[config.mk]
export PLATFORM = sky130hd
export DESIGN_NAME = cal_self_test_seq
export DESIGN_NICKNAME = d
export VERILOG_FILES = /design/src/cal_pkg.sv /design/src/cal_point_check.sv /design/src/cal_self_test_seq.sv
export SDC_FILE = /design/constraint.sdc
export NUM_CORES = 1
export LEC_CHECK = 0
export BUFFER_PORTS_ARGS = -buffer_cell sky130_fd_sc_hd__buf_2
export CORE_MARGIN = 5
export CORE_UTILIZATION = 60
export DETAILED_ROUTE_END_ITERATION = 8
export GPL_TIMING_DRIVEN = 0
export MAX_ROUTING_LAYER = met4
export PLACE_DENSITY = 0.87
export SYNTH_ARGS = -nofsm -noshare
export SYNTH_HDL_FRONTEND = slang
export SYNTH_SLANG_ARGS = --single-unit
[constraint.sdc]
create_clock -name ref_clk -period 6.25 [get_ports ref_clk]
set_clock_uncertainty 0.15 [all_clocks]
set_input_delay 0 -clock ref_clk [delete_from_list [all_inputs] [get_ports ref_clk]]
set_output_delay 0 -clock ref_clk [all_outputs]
set_load 0.1 [all_outputs]
[src/cal_pkg.sv]
// Shared constants and types for the calibration self-test sequencer
package cal_pkg;

  // ----------------------------------------------------------------
  // Sequence constants
  // ----------------------------------------------------------------
  localparam int          NUM_CONST    = 14;
  localparam logic [3:0]  TOP_INDEX    = 4'hD;
  localparam logic [3:0]  LAST_INDEX   = 4'h0;
  localparam logic [3:0]  STEP         = 4'h1;
  localparam logic [15:0] DUMMY_EXPECT = 16'h2710;  // 10.000 in thousandths
  localparam logic [23:0] DONE_DIGITS  = 24'h888888;
  localparam logic [5:0]  DONE_POINTS  = 6'h3F;
  localparam logic [19:0] INT_PAD      = 20'h00000;
  localparam logic [7:0]  VALUE_PAD    = 8'h00;

  // ----------------------------------------------------------------
  // Timing
  // ----------------------------------------------------------------
  localparam int          CLK_MHZ      = 50;
  localparam int          SHOW_TIME_US = 50;
  localparam int          SHOW_CYCLES  = SHOW_TIME_US * CLK_MHZ;
  localparam logic [11:0] SHOW_COUNT   = 12'(SHOW_CYCLES);
  localparam logic [11:0] CNT_STEP     = 12'h001;

  // Constants measured per sample interval, by sample rate code
  localparam logic [3:0] CAL_PER_SAMPLE [4] = '{4'h1, 4'h2, 4'h4, 4'h8};

  // ----------------------------------------------------------------
  // Limit windows (signed result)
  // ----------------------------------------------------------------
  localparam logic [15:0] OFF_LO  = 16'hFC00;
  localparam logic [15:0] OFF_HI  = 16'h0400;
  localparam logic [15:0] GAIN_LO = 16'h2000;
  localparam logic [15:0] GAIN_HI = 16'h3000;
  localparam logic [15:0] LIMIT_LO [NUM_CONST] = '{GAIN_LO, OFF_LO, OFF_LO, OFF_LO, OFF_LO,
    GAIN_LO, OFF_LO, OFF_LO, OFF_LO, OFF_LO, GAIN_LO, OFF_LO, GAIN_LO, OFF_LO};
  localparam logic [15:0] LIMIT_HI [NUM_CONST] = '{GAIN_HI, OFF_HI, OFF_HI, OFF_HI, OFF_HI,
    GAIN_HI, OFF_HI, OFF_HI, OFF_HI, OFF_HI, GAIN_HI, OFF_HI, GAIN_HI, OFF_HI};

  // ----------------------------------------------------------------
  // Measurement path setting
  // ----------------------------------------------------------------
  typedef enum logic [2:0] {GAIN_X1, GAIN_X2, GAIN_X10, GAIN_X20, GAIN_X100} gain_t;
  typedef enum logic [2:0] {IN_NONE, IN_REF_PM, IN_GND, IN_REF10, IN_ATT10, IN_ATT100,
                            IN_DIV10} input_t;
  typedef enum logic {TOP_GND, TOP_REF} top_t;
  typedef struct packed {
    gain_t  gain;
    input_t src;
    top_t   top;
  } path_t;

  // ----------------------------------------------------------------
  // Display word
  // ----------------------------------------------------------------
  typedef enum logic [1:0] {DISP_BLANK, DISP_INT, DISP_VALUE, DISP_DONE} disp_kind_t;
  typedef struct packed {
    disp_kind_t  kind;
    logic        sign;
    logic [5:0]  points;
    logic [23:0] digits;
  } disp_t;

  // ----------------------------------------------------------------
  // Sequencer states
  // ----------------------------------------------------------------
  typedef enum logic [7:0] {
    ST_IDLE  = 8'h01,
    ST_MEAS  = 8'h02,
    ST_WAIT  = 8'h04,
    ST_HALT  = 8'h08,
    ST_DUMMY = 8'h10,
    ST_DWAIT = 8'h20,
    ST_DHALT = 8'h40,
    ST_SHOW  = 8'h80
  } state_t;

endpackage : cal_pkg

[src/cal_point_check.sv]
// Path selection and limit check for one calibration constant index
`timescale 1ns/1ps
`default_nettype none
module cal_point_check
  import cal_pkg::*;
(
  // Constant under test
  input  wire logic [3:0]  index,
  input  wire logic [15:0] result,
  // Path and verdict
  output path_t            path,
  output logic             pass
);

  logic inRange;
  assign inRange = (index <= TOP_INDEX);

  // --------------------------------------------------------------
  // Path per constant
  // --------------------------------------------------------------
  always_comb begin
    path = '{gain: GAIN_X1, src: IN_NONE, top: TOP_GND};
    case (index)
      4'hD: path = '{gain: GAIN_X1,   src: IN_NONE,   top: TOP_GND}; // RQ15
      4'hC: path = '{gain: GAIN_X1,   src: IN_REF_PM, top: TOP_GND}; // RQ15
      4'hB: path = '{gain: GAIN_X1,   src: IN_GND,    top: TOP_GND}; // RQ16
      4'hA: path = '{gain: GAIN_X1,   src: IN_REF10,  top: TOP_GND}; // RQ16
      4'h9: path = '{gain: GAIN_X20,  src: IN_GND,    top: TOP_GND}; // RQ17
      4'h8: path = '{gain: GAIN_X2,   src: IN_GND,    top: TOP_GND}; // RQ17
      4'h7: path = '{gain: GAIN_X1,   src: IN_ATT10,  top: TOP_GND}; // RQ18
      4'h6: path = '{gain: GAIN_X1,   src: IN_ATT100, top: TOP_GND}; // RQ18
      4'h5: path = '{gain: GAIN_X10,  src: IN_ATT10,  top: TOP_REF}; // RQ19
      4'h4: path = '{gain: GAIN_X10,  src: IN_ATT10,  top: TOP_GND}; // RQ19
      4'h3: path = '{gain: GAIN_X100, src: IN_GND,    top: TOP_GND}; // RQ20
      4'h2: path = '{gain: GAIN_X10,  src: IN_GND,    top: TOP_GND}; // RQ20
      4'h1: path = '{gain: GAIN_X10,  src: IN_DIV10,  top: TOP_GND}; // RQ21
      4'h0: path = '{gain: GAIN_X10,  src: IN_DIV10,  top: TOP_REF}; // RQ21
      default: path = '{gain: GAIN_X1, src: IN_NONE, top: TOP_GND};
    endcase
  end

  // --------------------------------------------------------------
  // Limit window
  // --------------------------------------------------------------
  logic signed [15:0] lo;
  logic signed [15:0] hi;
  assign lo   = inRange ? signed'(LIMIT_LO[index]) : 16'sh0000;
  assign hi   = inRange ? signed'(LIMIT_HI[index]) : 16'sh0000;
  assign pass = inRange && (signed'(result) >= lo) && (signed'(result) <= hi); // RQ23

endmodule : cal_point_check
`default_nettype wire

[src/cal_self_test_seq.sv]
// Calibration constant sequencer with self-test loop and auto-cal stepping
// Notes on behaviour
// RQ1 - Fourteen constants, indexed thirteen down to zero
// RQ2 - Auto-cal remeasures constants between normal samples
// RQ3 - Test key starts pass at constant 13
// RQ4 - In-limit constant advances to next lower automatically
// RQ5 - Out-of-limit constant halts, shows its index
// RQ6 - Test key after halt resumes next constant
// RQ7 - Dummy calculation expects 10, blank when right
// RQ8 - Wrong dummy result shown, halt until test
// RQ9 - Full pass shows plus and lit eights
// RQ10 - Finished pass restarts automatically, indefinitely
// RQ11 - Other function key leaves self-test loop
// RQ12 - Bus gets nothing when constants fail
// RQ13 - Bus gets wrong dummy result alone
// RQ14 - Bus gets 10 on full pass
// RQ15 - Constant 13 offset, 12 reference ratio
// RQ16 - Constants 11,10 unity gain, ground/reference
// RQ17 - Constants 9,8 gain twenty/two, grounded
// RQ18 - Constants 7,6 unity through ten/hundred attenuator
// RQ19 - Constants 5,4 gain ten, 10:1 attenuator
// RQ20 - Constants 3,2 gain hundred/ten, grounded
// RQ21 - Constants 1,0 gain ten via divider
// RQ22 - Auto-cal count per sample follows rate
// RQ23 - Index decrements, fixed limits, latch failing index
`timescale 1ns/1ps
`default_nettype none
module cal_self_test_seq
  import cal_pkg::*;
(
  // Clock and reset
  input  wire logic        ref_clk,
  input  wire logic        rst,
  // Front panel and mode pins
  input  wire logic        testKey,
  input  wire logic        fnKey,
  input  wire logic        autoCalMode,
  input  wire logic        busRemote,
  // Sample timing
  input  wire logic        sampleTick,
  input  wire logic [1:0]  sampleRate,
  // Measurement path
  output logic             measStart,
  output path_t            measPath,
  output logic [3:0]       measIndex,
  input  wire logic        measDone,
  input  wire logic [15:0] measResult,
  // Dummy calculation
  output logic             calcStart,
  input  wire logic        calcDone,
  input  wire logic [15:0] calcResult,
  // Display, bus and status
  output disp_t            display,
  output logic             busValid,
  output logic [15:0]      busValue,
  output logic             selfTest,
  output logic             busy,
  // Constant readback
  input  wire logic [3:0]  constSel,
  output logic [15:0]      constData
);

  // --------------------------------------------------------------
  // Pin synchronisers and edges
  // --------------------------------------------------------------
  logic [3:0] syncA;
  logic [3:0] syncB;
  logic [3:0] syncPrev;
  always_ff @(posedge ref_clk or posedge rst) begin
    if (rst) begin
      syncA    <= 4'h0;
      syncB    <= 4'h0;
      syncPrev <= 4'h0;
    end else begin
      syncA    <= {busRemote, autoCalMode, fnKey, testKey};
      syncB    <= syncA;
      syncPrev <= syncB;
    end
  end

  logic testPress;
  logic fnPress;
  logic autoOn;
  logic busOn;
  assign testPress = syncB[0] && !syncPrev[0];
  assign fnPress   = syncB[1] && !syncPrev[1];
  assign autoOn    = syncB[2];
  assign busOn     = syncB[3];

  // --------------------------------------------------------------
  // State and registers
  // --------------------------------------------------------------
  state_t      state;
  logic [3:0]  index;
  logic [3:0]  budget;
  logic [11:0] showCnt;
  logic        failSeen;
  logic        dummyBad;
  logic [15:0] constMem [NUM_CONST];

  path_t pointPath;
  logic  pointPass;
  cal_point_check u_check (
    .index  (index),
    .result (measResult),
    .path   (pointPath),
    .pass   (pointPass)
  );

  // --------------------------------------------------------------
  // Decode
  // --------------------------------------------------------------
  logic measGot;
  logic calcGot;
  logic calcOk;
  logic atLast;
  logic lastAuto;
  logic showEnd;
  logic autoKick;
  logic exitReq;
  logic [3:0] lowerIdx;
  logic [3:0] wrapIdx;
  assign measGot  = (state == ST_WAIT) && measDone;
  assign calcGot  = (state == ST_DWAIT) && calcDone;
  assign calcOk   = (calcResult == DUMMY_EXPECT);
  assign atLast   = (index == LAST_INDEX);
  assign lastAuto = (budget <= STEP);
  assign showEnd  = (showCnt >= SHOW_COUNT - CNT_STEP);
  assign autoKick = (state == ST_IDLE) && !selfTest && autoOn && sampleTick && !testPress;
  assign exitReq  = selfTest && fnPress;
  assign lowerIdx = index - STEP; // RQ23
  assign wrapIdx  = atLast ? TOP_INDEX : lowerIdx; // RQ1

  assign measStart = (state == ST_MEAS);
  assign calcStart = (state == ST_DUMMY);
  assign measPath  = pointPath;
  assign measIndex = index;
  assign busy      = (state != ST_IDLE);

  // --------------------------------------------------------------
  // Next-state logic
  // --------------------------------------------------------------
  state_t      next_state;
  logic [3:0]  next_index;
  logic [3:0]  next_budget;
  logic        next_selfTest;
  logic        next_failSeen;
  logic        next_dummyBad;
  always_comb begin
    next_state    = state;
    next_index    = index;
    next_budget   = budget;
    next_selfTest = selfTest;
    next_failSeen = failSeen;
    next_dummyBad = dummyBad;
    if (exitReq) begin
      next_state    = ST_IDLE; // RQ11
      next_selfTest = 1'b0;
    end else begin
      case (state)
        ST_IDLE: begin
          if (testPress) begin
            next_state    = ST_MEAS; // RQ3
            next_index    = TOP_INDEX;
            next_selfTest = 1'b1;
            next_failSeen = 1'b0;
            next_dummyBad = 1'b0;
          end else if (autoKick) begin
            next_state  = ST_MEAS; // RQ2
            next_budget = CAL_PER_SAMPLE[sampleRate]; // RQ22
          end
        end
        ST_MEAS: next_state = ST_WAIT;
        ST_WAIT: begin
          if (measDone && selfTest) begin
            if (!pointPass) begin
              next_state    = ST_HALT; // RQ5
              next_failSeen = 1'b1;
            end else if (atLast) begin
              next_state = ST_DUMMY;
            end else begin
              next_state = ST_MEAS; // RQ4
              next_index = lowerIdx;
            end
          end else if (measDone) begin
            next_index  = wrapIdx; // RQ2
            next_budget = budget - STEP;
            next_state  = lastAuto ? ST_IDLE : ST_MEAS; // RQ22
          end
        end
        ST_HALT: begin
          if (testPress) begin
            next_state = atLast ? ST_DUMMY : ST_MEAS; // RQ6
            next_index = atLast ? index : lowerIdx;
          end
        end
        ST_DUMMY: next_state = ST_DWAIT;
        ST_DWAIT: begin
          if (calcDone) begin
            next_state    = calcOk ? ST_SHOW : ST_DHALT; // RQ7
            next_dummyBad = !calcOk; // RQ8
          end
        end
        ST_DHALT: begin
          if (testPress) begin
            next_state = ST_SHOW; // RQ8
          end
        end
        ST_SHOW: begin
          if (showEnd) begin
            next_state    = ST_MEAS; // RQ10
            next_index    = TOP_INDEX;
            next_failSeen = 1'b0;
            next_dummyBad = 1'b0;
          end
        end
        default: next_state = ST_IDLE;
      endcase
    end
  end

  // --------------------------------------------------------------
  // Display and bus words
  // --------------------------------------------------------------
  logic  showDone;
  logic  failNow;
  disp_t next_display;
  assign showDone = (state == ST_SHOW) && !failSeen && !dummyBad;
  assign failNow  = measGot && selfTest && !pointPass;
  always_comb begin
    next_display = display;
    if (exitReq || testPress) begin
      next_display = '{kind: DISP_BLANK, sign: 1'b0, points: 6'h00, digits: 24'h000000};
    end
    if (!exitReq) begin
      if (failNow) begin
        next_display = '{kind: DISP_INT, sign: 1'b0, points: 6'h00,
                         digits: {INT_PAD, index}}; // RQ5
      end else if (calcGot && calcOk) begin
        next_display = '{kind: DISP_BLANK, sign: 1'b0, points: 6'h00,
                         digits: 24'h000000}; // RQ7
      end else if (calcGot) begin
        next_display = '{kind: DISP_VALUE, sign: 1'b0, points: 6'h00,
                         digits: {VALUE_PAD, calcResult}}; // RQ8
      end else if (showDone) begin
        next_display = '{kind: DISP_DONE, sign: 1'b1, points: DONE_POINTS,
                         digits: DONE_DIGITS}; // RQ9
      end
    end
  end

  logic busSend;
  assign busSend = calcGot && busOn && !failSeen && !exitReq; // RQ12

  // --------------------------------------------------------------
  // Registers
  // --------------------------------------------------------------
  always_ff @(posedge ref_clk or posedge rst) begin
    if (rst) begin
      state    <= ST_IDLE;
      index    <= TOP_INDEX;
      budget   <= 4'h0;
      selfTest <= 1'b0;
      failSeen <= 1'b0;
      dummyBad <= 1'b0;
      display  <= '{kind: DISP_BLANK, sign: 1'b0, points: 6'h00, digits: 24'h000000};
    end else begin
      state    <= next_state;
      index    <= next_index;
      budget   <= next_budget;
      selfTest <= next_selfTest;
      failSeen <= next_failSeen;
      dummyBad <= next_dummyBad;
      display  <= next_display;
    end
  end

  always_ff @(posedge ref_clk or posedge rst) begin
    if (rst) begin
      busValid <= 1'b0;
      busValue <= 16'h0000;
      showCnt  <= 12'h000;
    end else begin
      busValid <= busSend;
      if (busSend) begin
        busValue <= calcOk ? DUMMY_EXPECT : calcResult; // RQ13 RQ14
      end
      showCnt <= (state == ST_SHOW) ? showCnt + CNT_STEP : 12'h000;
    end
  end

  // Constant store, one word per index
  always_ff @(posedge ref_clk) begin
    if (measGot && (index <= TOP_INDEX)) begin
      constMem[index] <= measResult; // RQ1
    end
  end

  always_ff @(posedge ref_clk or posedge rst) begin
    if (rst) begin
      constData <= 16'h0000;
    end else begin
      constData <= (constSel <= TOP_INDEX) ? constMem[constSel] : 16'h0000;
    end
  end
endmodule : cal_self_test_seq
`default_nettype wire

==> results.tsv <==
stage	metric	value	unit
route	total wire length	34.1	mm
route	DR vias	8882	
route	Iter 0 DRT Violations	1004	
yosys	Yosys Warn Count	0	
sta	Tmin final	4370	ps
run	Max Cap Viol	0	
sta	Hold Vio Cnt, Final	0	
yosys	top post-synthesis cells by count	edfxtp_1, dfrtp_1, nand2_1, nor2_1, mux4_2	
floorplanning	die area	0.0258	sq mm
clock_tree	clock slew at reported path FFs	60	ps
route	Avg WL per Cell	24.2	microns
sta	total negative slack	0	ps
power	worst vdd ir	0.000285	V
sta	Peak Freq	229	MHz
cells_and_area	Util after Layout	73.4	%
critical_path	Worst Path Max Fanout	8	
global_route	first-pass GRT wire length	53.1	mm
yosys	top cell type's share of synthesized area	49.4	%
clock_tree	post_cts resized	0	
clock_tree	worst-skew pair later-pin latency	510	ps
power	clock share of power	39.2	%
clock_tree	CTS tree	built	
sta	Worst-Margin Slew	1170	ps
hold_path	Hold Crit Class	primary input to async pin	
clock_tree	H-tree depth	2	
clock_tree	CTS Buffer Depth	3	
placement	Placement Setup Slack	1990	ps
yosys	largest area contributor in the netlist	edfxtp_1	
critical_path	crit path capture type	flip-flop	
critical_path	CP startpoint kind	flip-flop	
power	P_sw	1.41	mW
floorplanning	Die H	161	microns
route	post-DR vias/cell	6.30	
global_route	initial antenna violation count	0	
yosys	Mapped Area	0.0136	sq mm
yosys	synth top area cells	edfxtp_1, dfrtp_1, mux4_2, mux2i_1, ha_1	
floorplanning	IO Pins	128	
floorplanning	row cnt	55	
power	Gate power share	14.7	%
cells_and_area	Finished Layout Cells	1410	
cells_and_area	fillers	1259	
cells_and_area	multi-input logic area	0.00396	sq mm
sta	final setup vio count	0	
critical_path	CP Class	flip-flop to flip-flop	
sta	Slew HR	21.5	%
global_route	vias in the first global route	9404	
yosys	main flop type after synthesis	edfxtp_1	
power	sequential share of power	46.1	%
placement	gpl congestion	0.930	
cells_and_area	register area	0.00941	sq mm
cells_and_area	n_diodes	0	
placement	# port buffers	124	
clock_tree	root buf cell	clkbuf_16	
power	Cell Pwr Density	318	mW/mm^2
critical_path	CP Data Required Time	6500	ps
global_route	pin count of the biggest net entering global routing	67	
run_status	outcome	complete, no violations	
sta	max-slew violation count	0	
route	DRC	0	
route	First-pass DRT Iterations	5	
power	total chip power	5.26	mW
floorplanning	Core Region	0.0225	sq mm
yosys	Avg Synthesized Cell Area	15.6	sq um
clock_tree	CTS buffer count	34	
sta	Tcrit/Tclk final	69.9	%
yosys	number of synthesized register bits	331	
yosys	register area share after synthesis	69.0	%
yosys	distinct cell type count after synthesis	64	
yosys	most numerous cell in the Yosys netlist	edfxtp_1	
yosys	ys async rst share	32.3	%
placement	placed cells	1297	
yosys	Cells after Synth	874	
floorplanning	Die X	161	microns
yosys	EDFF count, synth	224	
power	leakage power	6.65	nW
power	Pint	3.85	mW
cells_and_area	Syn-to-layout area delta	21.2	%
critical_path	crit path DAT	4620	ps
clock_tree	CTS sink cnt	331	
yosys	Synthesized Nets	941	
route	Routed Antenna Nets	0	
global_route	Total GRT Usage	27.5	%
cells_and_area	ratio of cells with drive above 1 in the final layout	25.2	%
cells_and_area	fin nets	1168	
sta	final worst slack	1880	ps
sta	RSZ-0062 raised after global routing	false	
global_route	grt ovf	0	
power	Sw Ratio	26.8	%
placement	DP HPWL	21.9	mm
floorplanning	Initial Utilization	60.6	%
-- worst paths after layout --
check,cells after the start,slack (ps),end,from
setup reg to reg,12,1880,display[16],measIndex[0]
max in group asynchronous,4,5090,measIndex[3],rst
min in group ref_clk,3,140,busValue[15],calcResult[15]
hold reg to reg,0,200,syncB[0],syncA[0]
hold / removal,3,60,showCnt[8],rst
setup / recovery,12,1880,display[16],measIndex[0]
-- placed cells by master (no fill, tap or decap), types with 5 or more instances in the layout --
| cell type | count |
|---|---|
| nand2b_1 | 5 |
| nor3_2 | 7 |
| a22oi_1 | 8 |
| nor2_2 | 7 |
| nand2_1 | 52 |
| nor2b_1 | 6 |
| mux4_2 | 49 |
| dfrtp_1 | 103 |
| clkbuf_16 | 35 |
| clkinv_1 | 6 |
| buf_1 | 10 |
| nor3_1 | 7 |
| xor2_1 | 8 |
| mux2i_1 | 34 |
| dlygate4sd3_1 | 53 |
| o211ai_1 | 5 |
| a21oi_1 | 21 |
| nor4_1 | 5 |
| ha_1 | 20 |
| a211oi_1 | 8 |
| mux2_1 | 9 |
| and3_1 | 14 |
| edfxtp_1 | 224 |
| o22ai_1 | 18 |
| inv_1 | 35 |
| buf_8 | 8 |
| nand3_1 | 20 |
| buf_2 | 132 |
| a21o_1 | 10 |
| nor2_1 | 45 |
| o21ai_0 | 39 |
| mux2_2 | 11 |
| buf_6 | 7 |
| clkbuf_1 | 27 |
-- kinds of logic after synthesis --
family,after synthesis,share of synthesized area [%]
DFF,331,69.0
and+or+nand+nor,197,7.33
AOI/OAI and AO/OA,133,6.45
muxes,103,12.2
buffers and inverters,78,2.33
adders and majority gates,20,1.84
xor gates and xnor gates,12,0.771
-- registers in the layout, summed over array words and instances, names as in the netlist --
| signal | flops |
|---|---|
| constData | 16 |
| syncPrev | 2 |
| measIndex | 4 |
| selfTest | 1 |
| state | 8 |
| busValid | 1 |
| failSeen | 1 |
| display | 33 |
| syncA | 4 |
| dummyBad | 1 |
| showCnt | 12 |
| syncB | 4 |
| busValue | 16 |
| constMem | 224 |
| budget | 4 |
-- power by group through the flow --
stage / Sequential, mW / Combinational [mW] / Clock, mW
floorplan: 2.58 / 0.417 / 0
global placement: 2.46 / 0.695 / 0
detailed placement: 2.47 / 0.721 / 0
CTS: 2.42 / 0.764 / 2.07
global route: 2.43 / 0.830 / 2.18
finish: 2.42 / 0.774 / 2.06
-- metal layers --
| layer | vias up | global-route usage [%] | wire [microns] | share of wire, % |
|---|---|---|---|---|
| li1 | 3802 | - | - | - |
| met1 | 4432 | 34.5 | 12200 | 36 |
| met2 | 544 | 45.8 | 17400 | 51 |
| met3 | 104 | 5.34 | 3200 | 9.4 |
| met4 | 0 | 9.38 | 1260 | 3.7 |
| met5 | - | - | 0 | 0 |
-- layout make-up --
type | count | area share [%]
Buffer | 42 | 1.11
Multi-Input combinational cell | 465 | 23.9
Clock buffer | 42 | 5.58
Tap cell | 285 | 2.16
Timing Repair Buffer | 191 | 8.15
Inverter | 36 | 0.833
Clock inverter | 18 | 1.29
Sequential cell | 331 | 56.9
-- repair_timing --
item                                   CTS  global route
hold buffers                            53             0
setup buffers                            0             0
endpoints found under the hold margin  342             0
-- metrics by stage --
| stage | instance area, sq um | hold slack (ps) |
|---|---|---|
| CTS | 16500 | 77.3 |
| finish | 16500 | 56.6 |
| floorplan | 13600 | -119 |
| global route | 16500 | 133 |
| detailed placement | 14900 | -40.6 |
| global placement | 14600 | -41.6 |
-- critical path: stages, from the launching register on --
cell	delay, ps
dfstp_2	620
inv_1	180
ha_1	290
mux2_2	290
o21ai_0	220
inv_1	150
ha_1	330
nand3_1	110
a21oi_1	60
o21a_1	190
o32ai_1	940
nand2_1	420
and3_1	300
Note: power is estimated with default switching activity, not from simulation.
